===== src/design/tcl_consts.svh =====
// Constants for the transmitter configuration loader: field positions, counts, timing.
// Assumes inclusion by bare name from the package and the top module.
`ifndef TCL_CONSTS_SVH
`define TCL_CONSTS_SVH
`define TCL_WORD_BITS 32
`define TCL_BIT_CLK_ONLY 31
`define TCL_BIT_BAND 30
`define TCL_CARRIER_WORD_A_MSB 29
`define TCL_CARRIER_WORD_A_LSB 15
`define TCL_DEV_MSB 14
`define TCL_DEV_LSB 7
`define TCL_BIT_DIV 6
`define TCL_PA_MSB 5
`define TCL_PA_LSB 2
`define TCL_BIT_MOD 1
`define TCL_BIT_CLKOUT_EN 0
`define TCL_CFG_RESET 32'h0000_0000
`define TCL_LOCK_CYCLES 1280
`define TCL_RELOAD_MIN_US 10
`define TCL_CLK_MHZ 10
`define TCL_RELOAD_MIN_CYC ((`TCL_RELOAD_MIN_US * `TCL_CLK_MHZ))
`endif


===== src/design/tcl_pkg.sv =====
// Types for the transmitter configuration loader.
// Assumes the constants header is on the include path.
`include "tcl_consts.svh"
package tcl_pkg;
  typedef enum logic [3:0] {
    TCL_OFF = 4'b0000,
    TCL_START1 = 4'b0001,
    TCL_START2 = 4'b0010,
    TCL_TX_NO_AMP = 4'b0011,
    TCL_TX_AMP = 4'b0100,
    TCL_CLK_ONLY = 4'b0101,
    TCL_RELOAD = 4'b0110,
    TCL_CONFIG1 = 4'b0111,
    TCL_CONFIG2 = 4'b1000
  } tcl_mode_type;
  typedef logic [`TCL_WORD_BITS-1:0] tcl_word_type;
endpackage


===== src/design/tcl_loader.sv =====
// Serial configuration loader and operating-mode sequencer of the transmitter.
// Assumes enable, data, serial clock and osc ready arrive asynchronously to clk,
// and that osc_tick pulses once per crystal cycle from logic on clk.
`timescale 1ns/1ps
`default_nettype none
`include "tcl_consts.svh"
// Notes on behaviour
// - Bit 31 high selects clock-only mode, low normal transmit.
// - Bit 30 selects upper oscillator band when high, lower when low.
// - Bits 29 to 15 hold the 15-bit carrier word.
// - Bits 14 to 7 hold the 8-bit FSK deviation word.
// - Bit 6 picks clock divider: 8 when low, 4 when high.
// - Bits 5 to 2 hold the amplifier level, applied to the amplifier.
// - Bit 1 selects FSK when low, ASK when high.
// - Bit 0 switches the clock output driver on.
// - Word arrives MSB first on the shared data pin.
// - Data is sampled on each rising serial clock edge.
// - Word is committed on the falling edge of the last bit.
// - After 32 bits the data pin is modulation; serial clock ignored.
// - Enable and data both low turns everything off.
// - Reload state keeps amplifier and PLL off, oscillator running.
// - After reload, enable, clock and data low return to off.
// - Config mode with clock-only low starts PLL on falling edge of bit 30.
// - After commit with osc ready, go clock-only or second start-up.
// - Lock 1280 crystal cycles after commit; then transmit with or without amp.
// - Per-state enables of oscillator, PLL, clock driver and amplifier.
// - Clock driver runs only while the clock output enable bit is set.
module tcl_loader #(
  parameter int lock_cycles = `TCL_LOCK_CYCLES,
  parameter int reload_min_cycles = `TCL_RELOAD_MIN_CYC
) (
  input wire logic clk,
  input wire logic rst_n,
  input wire logic clk_en,
  input wire logic enable_pin,
  input wire logic serial_data_mod_input,
  input wire logic serial_clk_pin,
  input wire logic osc_ready_flag,
  input wire logic osc_tick,
  output logic [`TCL_WORD_BITS-1:0] transmitter_config_word,
  output tcl_pkg::tcl_mode_type mode,
  output logic crystal_osc_on,
  output logic pll_on,
  output logic clock_out_driver,
  output logic pa_on,
  output logic [`TCL_PA_MSB-`TCL_PA_LSB:0] pa_level_field,
  output logic [`TCL_CARRIER_WORD_A_MSB-`TCL_CARRIER_WORD_A_LSB:0] carrier_word_a,
  output logic [`TCL_DEV_MSB-`TCL_DEV_LSB:0] fsk_deviation_word,
  output logic vco_band_select,
  output logic clkout_divider_select,
  output logic modulation_select,
  output logic tx_mod_data,
  output logic pll_locked
);
  import tcl_pkg::*;

  // Two-stage synchronisers; stage one is read only by stage two
  logic [3:0] sync1;
  logic [3:0] sync2;
  logic sck_prev;
  always_ff @(posedge clk) begin
    if (!rst_n) begin
      sync1 <= 4'h0;
      sync2 <= 4'h0;
      sck_prev <= 1'b0;
    end else if (clk_en) begin
      sync1 <= {osc_ready_flag, serial_clk_pin, serial_data_mod_input, enable_pin};
      sync2 <= sync1;
      sck_prev <= sync2[2];
    end
  end

  wire en_s = sync2[0];
  wire data_s = sync2[1];
  wire sck_s = sync2[2];
  wire rdy_s = sync2[3];
  // sck_prev resets low like the idle pin, so reset release makes no false edge
  wire sck_rise = sck_s & ~sck_prev;
  wire sck_fall = ~sck_s & sck_prev;

  // Shift register and bit counter; counter saturates at 32
  tcl_word_type shift;
  logic [5:0] bit_cnt;
  logic done;
  wire loading = en_s & ~done;
  wire [5:0] full_cnt = 6'(`TCL_WORD_BITS);
  wire take_bit = loading & sck_rise & (bit_cnt != full_cnt);
  wire last_fall = loading & sck_fall & (bit_cnt == full_cnt);
  // Bit 30 is the second one shifted in
  wire partial_fall = loading & sck_fall & (bit_cnt == 6'h02);
  wire [5:0] next_bit_cnt = bit_cnt + 6'h01;
  tcl_word_type next_shift;
  assign next_shift = {shift[`TCL_WORD_BITS-2:0], data_s};

  // Bit counter; enable low discards a partial word
  always_ff @(posedge clk) begin
    if (!rst_n) begin
      bit_cnt <= 6'h00;
    end else if (clk_en) begin
      if (!en_s) begin
        bit_cnt <= 6'h00;
      end else if (take_bit) begin
        bit_cnt <= next_bit_cnt;
      end
    end
  end

  // Shift register keeps its bits over enable low; only the count is cleared
  always_ff @(posedge clk) begin
    if (!rst_n) begin
      shift <= `TCL_CFG_RESET;
    end else if (clk_en && take_bit) begin
      shift <= next_shift;
    end
  end

  // Word-done flag; set and clear never meet, as loading needs enable high
  always_ff @(posedge clk) begin
    if (!rst_n) begin
      done <= 1'b0;
    end else if (clk_en) begin
      if (!en_s) begin
        done <= 1'b0;
      end else if (last_fall) begin
        done <= 1'b1;
      end
    end
  end

  // Committed word and its fields
  always_ff @(posedge clk) begin
    if (!rst_n) begin
      transmitter_config_word <= `TCL_CFG_RESET;
    end else if (clk_en && last_fall) begin
      transmitter_config_word <= shift;
    end
  end

  wire cfg_clk_only = transmitter_config_word[`TCL_BIT_CLK_ONLY];
  wire cfg_ask = transmitter_config_word[`TCL_BIT_MOD];
  wire cfg_clkout = transmitter_config_word[`TCL_BIT_CLKOUT_EN];
  // The bit already shifted for bit 31 is at shift[1] when bit 30 arrives
  wire part_clk_only = shift[1];

  // Lock counter of crystal cycles after commit with oscillator ready
  logic [10:0] lock_cnt;
  logic commit_seen;
  wire [10:0] lock_last = 11'(lock_cycles);
  wire lock_step = commit_seen & rdy_s & osc_tick & ~pll_locked;
  wire lock_hit = lock_step & (lock_cnt == lock_last - 11'h001);

  // Commit marker arms the lock count; enable low drops it
  always_ff @(posedge clk) begin
    if (!rst_n) begin
      commit_seen <= 1'b0;
    end else if (clk_en) begin
      if (!en_s) begin
        commit_seen <= 1'b0;
      end else if (last_fall) begin
        commit_seen <= 1'b1;
      end
    end
  end

  // Crystal cycles after commit; a new commit restarts the count
  always_ff @(posedge clk) begin
    if (!rst_n) begin
      lock_cnt <= 11'h000;
    end else if (clk_en) begin
      if (!en_s || last_fall) begin
        lock_cnt <= 11'h000;
      end else if (lock_step) begin
        lock_cnt <= lock_cnt + 11'h001;
      end
    end
  end

  // Lock falls on a new commit so a changed word must relock
  always_ff @(posedge clk) begin
    if (!rst_n) begin
      pll_locked <= 1'b0;
    end else if (clk_en) begin
      if (!en_s || last_fall) begin
        pll_locked <= 1'b0;
      end else if (lock_hit) begin
        pll_locked <= 1'b1;
      end
    end
  end

  // Reload entry needs data high with enable low for the minimum time
  logic [7:0] reload_cnt;
  wire [7:0] reload_last = 8'(reload_min_cycles);
  wire reload_req = ~en_s & data_s;
  wire reload_ok = reload_req & (reload_cnt >= reload_last);
  always_ff @(posedge clk) begin
    if (!rst_n) begin
      reload_cnt <= 8'h00;
    end else if (clk_en) begin
      if (!reload_req) begin
        reload_cnt <= 8'h00;
      end else if (!reload_ok) begin
        reload_cnt <= reload_cnt + 8'h01;
      end
    end
  end

  // Operating-mode sequencer
  tcl_mode_type next_mode;
  wire all_low = ~en_s & ~data_s;
  wire go_tx = pll_locked;
  // ASK re-picks amplifier on or off from the data pin on every cycle
  wire tx_amp = ~cfg_ask | data_s;
  tcl_mode_type tx_next;
  assign tx_next = tx_amp ? TCL_TX_AMP : TCL_TX_NO_AMP;
  always_comb begin
    next_mode = mode;
    unique case (mode)
      TCL_OFF: if (en_s) next_mode = TCL_START1;
      TCL_START1: begin
        if (all_low) next_mode = TCL_OFF;
        else if (done && rdy_s) next_mode = cfg_clk_only ? TCL_CLK_ONLY : TCL_START2;
      end
      TCL_START2: begin
        if (all_low) next_mode = TCL_OFF;
        else if (go_tx) next_mode = tx_next;
      end
      TCL_TX_NO_AMP, TCL_TX_AMP, TCL_CLK_ONLY: begin
        if (all_low) next_mode = TCL_OFF;
        else if (reload_ok) next_mode = TCL_RELOAD;
        else if (mode != TCL_CLK_ONLY) next_mode = tx_next;
      end
      TCL_RELOAD: begin
        if (all_low) next_mode = TCL_OFF;
        else if (en_s) next_mode = TCL_CONFIG1;
      end
      TCL_CONFIG1: begin
        if (all_low && !sck_s) next_mode = TCL_OFF;
        else if (reload_ok) next_mode = TCL_RELOAD;
        else if (last_fall && shift[`TCL_BIT_CLK_ONLY]) next_mode = TCL_CLK_ONLY;
        else if (partial_fall && !part_clk_only) next_mode = TCL_CONFIG2;
      end
      TCL_CONFIG2: begin
        if (all_low && !sck_s) next_mode = TCL_OFF;
        else if (reload_ok) next_mode = TCL_RELOAD;
        else if (done && go_tx) next_mode = tx_next;
      end
      default: next_mode = TCL_OFF;
    endcase
  end

  // Per-mode block enables
  wire mode_osc = (mode != TCL_OFF);
  wire mode_pll = (mode == TCL_START2) | (mode == TCL_TX_NO_AMP) | (mode == TCL_TX_AMP) |
                  (mode == TCL_CONFIG2);
  // Clock driver may run in these modes; the enable bit gates it at the output flop
  wire mode_drv = (mode == TCL_TX_NO_AMP) | (mode == TCL_TX_AMP) | (mode == TCL_CLK_ONLY) |
                  (mode == TCL_RELOAD) | (mode == TCL_CONFIG1) | (mode == TCL_CONFIG2);
  wire mode_pa = (mode == TCL_TX_AMP);

  always_ff @(posedge clk) begin
    if (!rst_n) begin
      mode <= TCL_OFF;
      crystal_osc_on <= 1'b0;
      pll_on <= 1'b0;
      clock_out_driver <= 1'b0;
      pa_on <= 1'b0;
      tx_mod_data <= 1'b0;
    end else if (clk_en) begin
      mode <= next_mode;
      crystal_osc_on <= mode_osc;
      pll_on <= mode_pll;
      clock_out_driver <= mode_drv & cfg_clkout;
      pa_on <= mode_pa;
      tx_mod_data <= done & data_s;
    end
  end

  // Field outputs mirror the committed word
  always_ff @(posedge clk) begin
    if (!rst_n) begin
      pa_level_field <= 4'h0;
      carrier_word_a <= 15'h0000;
      fsk_deviation_word <= 8'h00;
      vco_band_select <= 1'b0;
      clkout_divider_select <= 1'b0;
      modulation_select <= 1'b0;
    end else if (clk_en) begin
      pa_level_field <= transmitter_config_word[`TCL_PA_MSB:`TCL_PA_LSB];
      carrier_word_a <= transmitter_config_word[`TCL_CARRIER_WORD_A_MSB:`TCL_CARRIER_WORD_A_LSB];
      fsk_deviation_word <= transmitter_config_word[`TCL_DEV_MSB:`TCL_DEV_LSB];
      vco_band_select <= transmitter_config_word[`TCL_BIT_BAND];
      clkout_divider_select <= transmitter_config_word[`TCL_BIT_DIV];
      modulation_select <= cfg_ask;
    end
  end
endmodule
`default_nettype wire


===== config.mk =====
export PLATFORM = sky130hd
export DESIGN_NAME = tcl_loader
export DESIGN_NICKNAME = d
export VERILOG_FILES = /design/src/design/tcl_pkg.sv /design/src/design/tcl_loader.sv
export VERILOG_INCLUDE_DIRS = /design/src /design/src/design
export SDC_FILE = /design/constraint.sdc
export NUM_CORES = 1
export LEC_CHECK = 0
export ABC_AREA = 0
export BUFFER_PORTS_ARGS = -buffer_cell sky130_fd_sc_hd__buf_2
export CAP_MARGIN = 10
export CORE_MARGIN = 5
export CORE_UTILIZATION = 40
export DETAILED_ROUTE_END_ITERATION = 12
export RECOVER_POWER = 100
export REMOVE_ABC_BUFFERS = 1
export SYNTH_ARGS = -nofsm -noshare
export SYNTH_HDL_FRONTEND = slang
export SYNTH_SLANG_ARGS = --single-unit

===== constraint.sdc =====
create_clock -name clk -period 4.2 [get_ports clk]
set_input_delay 0.63 -clock clk [delete_from_list [all_inputs] [get_ports clk]]
set_output_delay 0.63 -clock clk [all_outputs]
set_load 0.02 [all_outputs]

==> impl_results.rst <==
.. list-table::
   :header-rows: 1

   * - Metric
     - Value
   * - Height of the die
     - 132 um
   * - Highest net fanout along the worst path
     - 35
   * - Count of cell types in the netlist
     - 66
   * - Post-Syn Instances
     - 669
   * - Initial core utilization
     - 41.0%
   * - Unrepaired setup endpoints after global routing
     - false
   * - Worst ir drop on vdd
     - 0.345 mV
   * - Cell count after placement
     - 896
   * - Via Count
     - 4,828
   * - Clock latency at the later pin of the worst-skew pair
     - 420 ps
   * - Number of I/O pins
     - 80
   * - Time the final worst path needs with I/O delays and setup
     - 3080 ps
   * - Hold buffers post-CTS
     - 0
   * - Layout Nets
     - 745
   * - Number of flops mapped to enable cells by yosys
     - 0
   * - Average routed wire per standard cell
     - 14.7 um
   * - Weighted congestion at the end of routability-driven global placement
     - 0.856
   * - Clock Root Buffer
     - sky130_fd_sc_hd__clkbuf_16
   * - Vias per Instance
     - 5.20
   * - Final period utilization
     - 73.4%
   * - Number of antenna-violating nets in the routed design
     - 0
   * - Failing checks
     - max-capacitance violations, max-slew violations
   * - DRC violation count after routing
     - 0
   * - Ordered list of cells on the worst path
     - inv_1 -> ha_1 -> and2_0 -> a2111oi_0 -> clkbuf_1 -> xnor2_1 -> a22oi_1 -> nor2b_1
   * - Fraction of power spent switching nets
     - 21.6%
   * - Int Power
     - 2.35 mW
   * - Post-synth ARST share
     - 0%
   * - Max Slew Vio Count
     - 36
   * - Critical path required time
     - 4500 ps
   * - Number of placement rows
     - 44
   * - Wire length of the first global-routing pass
     - 23,300 um
   * - Headroom to the max-slew limit
     - -6.82%
   * - Synthesis-stage register bit count
     - 139
   * - # Post-CTS Setup Buffers
     - 0
   * - Clock-pin slew on the worst setup and hold paths
     - 60 ps
   * - Number of detailed-route iterations in the first pass
     - 4
   * - Maximum number of pins on one net before global-route repair
     - 90
   * - Die ar.
     - 17,500 um^2
   * - Post-detail-place hpwl
     - 8940 um
   * - Post-synthesis simple-gate area fraction
     - 23.5%
   * - Tot GR Track Use
     - 15.9%
   * - Power Dens Cells
     - 431 nW/um^2
   * - Vias in the first global route
     - 4,748
   * - Sequential share of power
     - 44.5%
   * - Maximum Capacitance Violations
     - 1
   * - Worst Path Class, Setup
     - flop to flop
   * - Slew at the pin with the worst max-slew slack
     - 1600 ps
   * - Area Growth Syn to Fin
     - 15.8%
   * - CORE AREA
     - 14,600 um^2
   * - Final setup viols
     - 0
   * - Startpoint type of the worst setup path
     - flop
   * - Number of instances resized during post-cts repair
     - 0
   * - Switching power
     - 0.646 mW
   * - Cell leakage power
     - 2.39 nW
   * - Number of synthesis warnings
     - 0
   * - Slowest Stage Delay on Critical Path
     - 1200 ps
   * - Clock Path Buffers
     - 2
   * - Number of port buffers
     - 79
   * - Critical path data arrival time
     - 3380 ps
   * - Compound-cell area share of the yosys netlist
     - 17.6%
   * - Diodes inserted
     - 0
   * - Cts bufs inserted
     - 17
   * - Utilization of the core after routing
     - 47.4%
   * - Top_reg_cell synth
     - sky130_fd_sc_hd__dfxtp_1
   * - Post-synthesis instance area
     - 6000 um^2
   * - Standard cell with the maximum stage delay on the critical path
     - sky130_fd_sc_hd__clkbuf_1
   * - Global route overflow
     - 0
   * - Sink Count
     - 139
   * - Number of hold violations in the final report
     - 0
   * - Final routed wirelength across all metal layers
     - 13,700 um
   * - Combinational Power Share
     - 2.9%
   * - Combinational family with the most area after synthesis
     - simple AND/OR/NAND/NOR gates
   * - Clock tree from TritonCTS
     - done
   * - Highest clock frequency the design can meet
     - 325 MHz
   * - Min Hold Slack
     - 479 ps
   * - Die span in x
     - 132 um
   * - Number of violations reported at the end of detailed-routing iteration 0
     - 385
   * - Post-synthesis share of cell area spent on xor and xnor gates
     - 1.02%
   * - Synthesized-area fraction occupied by adder cells
     - 1.25%
   * - Post-route insts no fill
     - 928
   * - Setup crit end kind
     - flop
   * - Most common cell after layout, fill and taps aside
     - sky130_fd_sc_hd__nand2_1
   * - Clock share of power
     - 52.6%
   * - Number of levels in the clock H-tree
     - 4
   * - Mux cell area share after synthesis
     - 6.84%
   * - Post-Route Setup TNS
     - 0 ps
   * - Sequential-to-total area share from yosys stat
     - 46.4%
   * - Layout filler cell count
     - 1,439
   * - Share of cells above drive strength 1
     - 5.78%
   * - Fin Clk Skew
     - 11.3 ps
   * - Highest-count cells in the layout ignoring fill and taps
     - 151 x sky130_fd_sc_hd__nand2_1, 139 x sky130_fd_sc_hd__dfxtp_1, 75 x sky130_fd_sc_hd__clkbuf_1
   * - Worst hold path type
     - input port to flop
   * - Synthesized area per cell
     - 8.97 um^2
   * - Number of antenna violations at the first check in global routing
     - 0
   * - Outcome
     - finished with violations
==> metal layers <==
layer | routed length, um | share of wire, % | track usage, % | up-vias
met5 | 0 | 0 | 0 | -
met4 | 104 | 0.76 | 4.79 | 0
met3 | 585 | 4.3 | 5.16 | 9
met2 | 6340 | 46 | 25.3 | 95
met1 | 6620 | 49 | 20.6 | 2292
li1 | - | - | - | 2432
==> path summary, 6_finish.rpt <==
kind | from | endpoint | slack (ps) | depth (start not counted)
worst max-delay path | bit_cnt[0] | bit_cnt[0] | 1120 | 8
worst min-delay path | enable_pin | sync1[0] | 480 | 3
worst min register to register | shift[29] | shift[30] | 480 | 2
worst max register to register | bit_cnt[0] | bit_cnt[0] | 1120 | 8
==> kinds of logic (layout without fill, tap and decap cells) <==
| group | count (synthesis) | after routing |
|---|---|---|
| fa+ha+maj | 6 | 6 |
| mux | 41 | 41 |
| buf+inv | 47 | 122 |
| simple gates | 288 | 288 |
| xor+xnor | 7 | 7 |
| flops | 139 | 139 |
| compound gates | 141 | 141 |
==> critical path: cells and delay by family, from the launching register on <==
kind / cells / cell delay, ps
simple gates: 2 / 290
fa+ha+maj: 1 / 210
xor+xnor: 1 / 140
buf+inv: 2 / 1310
compound gates: 2 / 600
flops: 1 / 400
==> stage by stage <==
| step | setup slack (ps) | power (mW) | cell area [um^2] |
|---|---|---|---|
| 2_1_floorplan | 1830 | 1.41 | 5820 |
| 3_3_place_gp | 1220 | 1.45 | 6490 |
| 3_5_place_dp | 1160 | 1.45 | 6490 |
| 4_1_cts | 1610 | 3.04 | 7120 |
| 5_1_grt | 809 | 3.11 | 6950 |
| 6_report | 1120 | 2.99 | 6950 |
==> registers in the layout (all words and copies together) (netlist names), 6 cells and up <==
register,cells
reload_cnt,8
bit_cnt,6
shift,32
lock_cnt,11
fsk_deviation_word,8
transmitter_config_word,32
carrier_word_a,15
==> synth_stat cells (2+ instances only) <==
cell | count | area [um^2]
sky130_fd_sc_hd__xnor2_1 | 5 | 43.8
sky130_fd_sc_hd__o211a_1 | 2 | 20.0
sky130_fd_sc_hd__nor4b_1 | 3 | 26.3
sky130_fd_sc_hd__mux2i_1 | 41 | 410
sky130_fd_sc_hd__a21boi_0 | 71 | 533
sky130_fd_sc_hd__or4_1 | 6 | 45.0
sky130_fd_sc_hd__a211oi_1 | 2 | 15.0
sky130_fd_sc_hd__o211ai_1 | 7 | 52.6
sky130_fd_sc_hd__or3_1 | 3 | 18.8
sky130_fd_sc_hd__nand2_1 | 151 | 567
sky130_fd_sc_hd__a32oi_1 | 3 | 26.3
sky130_fd_sc_hd__inv_1 | 5 | 18.8
sky130_fd_sc_hd__buf_2 | 12 | 60.1
sky130_fd_sc_hd__nor3_1 | 6 | 30.0
sky130_fd_sc_hd__o22ai_1 | 2 | 12.5
sky130_fd_sc_hd__and3_1 | 6 | 37.5
sky130_fd_sc_hd__nor2b_1 | 47 | 294
sky130_fd_sc_hd__nand2b_1 | 6 | 37.5
sky130_fd_sc_hd__a31oi_1 | 2 | 12.5
sky130_fd_sc_hd__a211oi_2 | 2 | 25.0
sky130_fd_sc_hd__o21ai_0 | 13 | 65.1
sky130_fd_sc_hd__o31ai_1 | 3 | 22.5
sky130_fd_sc_hd__and2_1 | 3 | 18.8
sky130_fd_sc_hd__ha_1 | 6 | 75.1
sky130_fd_sc_hd__nand3_1 | 18 | 90.1
sky130_fd_sc_hd__clkbuf_1 | 27 | 101
sky130_fd_sc_hd__nor4_1 | 3 | 18.8
sky130_fd_sc_hd__nor2_1 | 21 | 78.8
sky130_fd_sc_hd__nand4b_1 | 3 | 26.3
sky130_fd_sc_hd__xor2_1 | 2 | 17.5
sky130_fd_sc_hd__a21oi_1 | 12 | 60.1
sky130_fd_sc_hd__a22oi_1 | 2 | 15.0
sky130_fd_sc_hd__o21a_1 | 2 | 15.0
sky130_fd_sc_hd__a2111oi_0 | 2 | 17.5
sky130_fd_sc_hd__dfxtp_1 | 139 | 2780
==> area by class of cell <==
type,instances,area [um^2],area share (%)
flip-flops and latches,139,2780,40.1
clock inverters,12,158,2.27
well taps,184,230,3.31
repair buffers,84,332,4.77
inverters,6,22.5,0.324
clock buffers,20,467,6.72
multi-input cells,483,2960,42.5
==> power by group through the flow <==
stage,clock network [mW],logic [mW],registers (mW)
finish,1.57,0.0883,1.33
global route,1.68,0.0969,1.33
CTS,1.61,0.0918,1.33
detailed placement,0,0.0917,1.36
global placement,0,0.0902,1.36
floorplan,0,0.0476,1.36
Power figures use the tool's default switching activity.
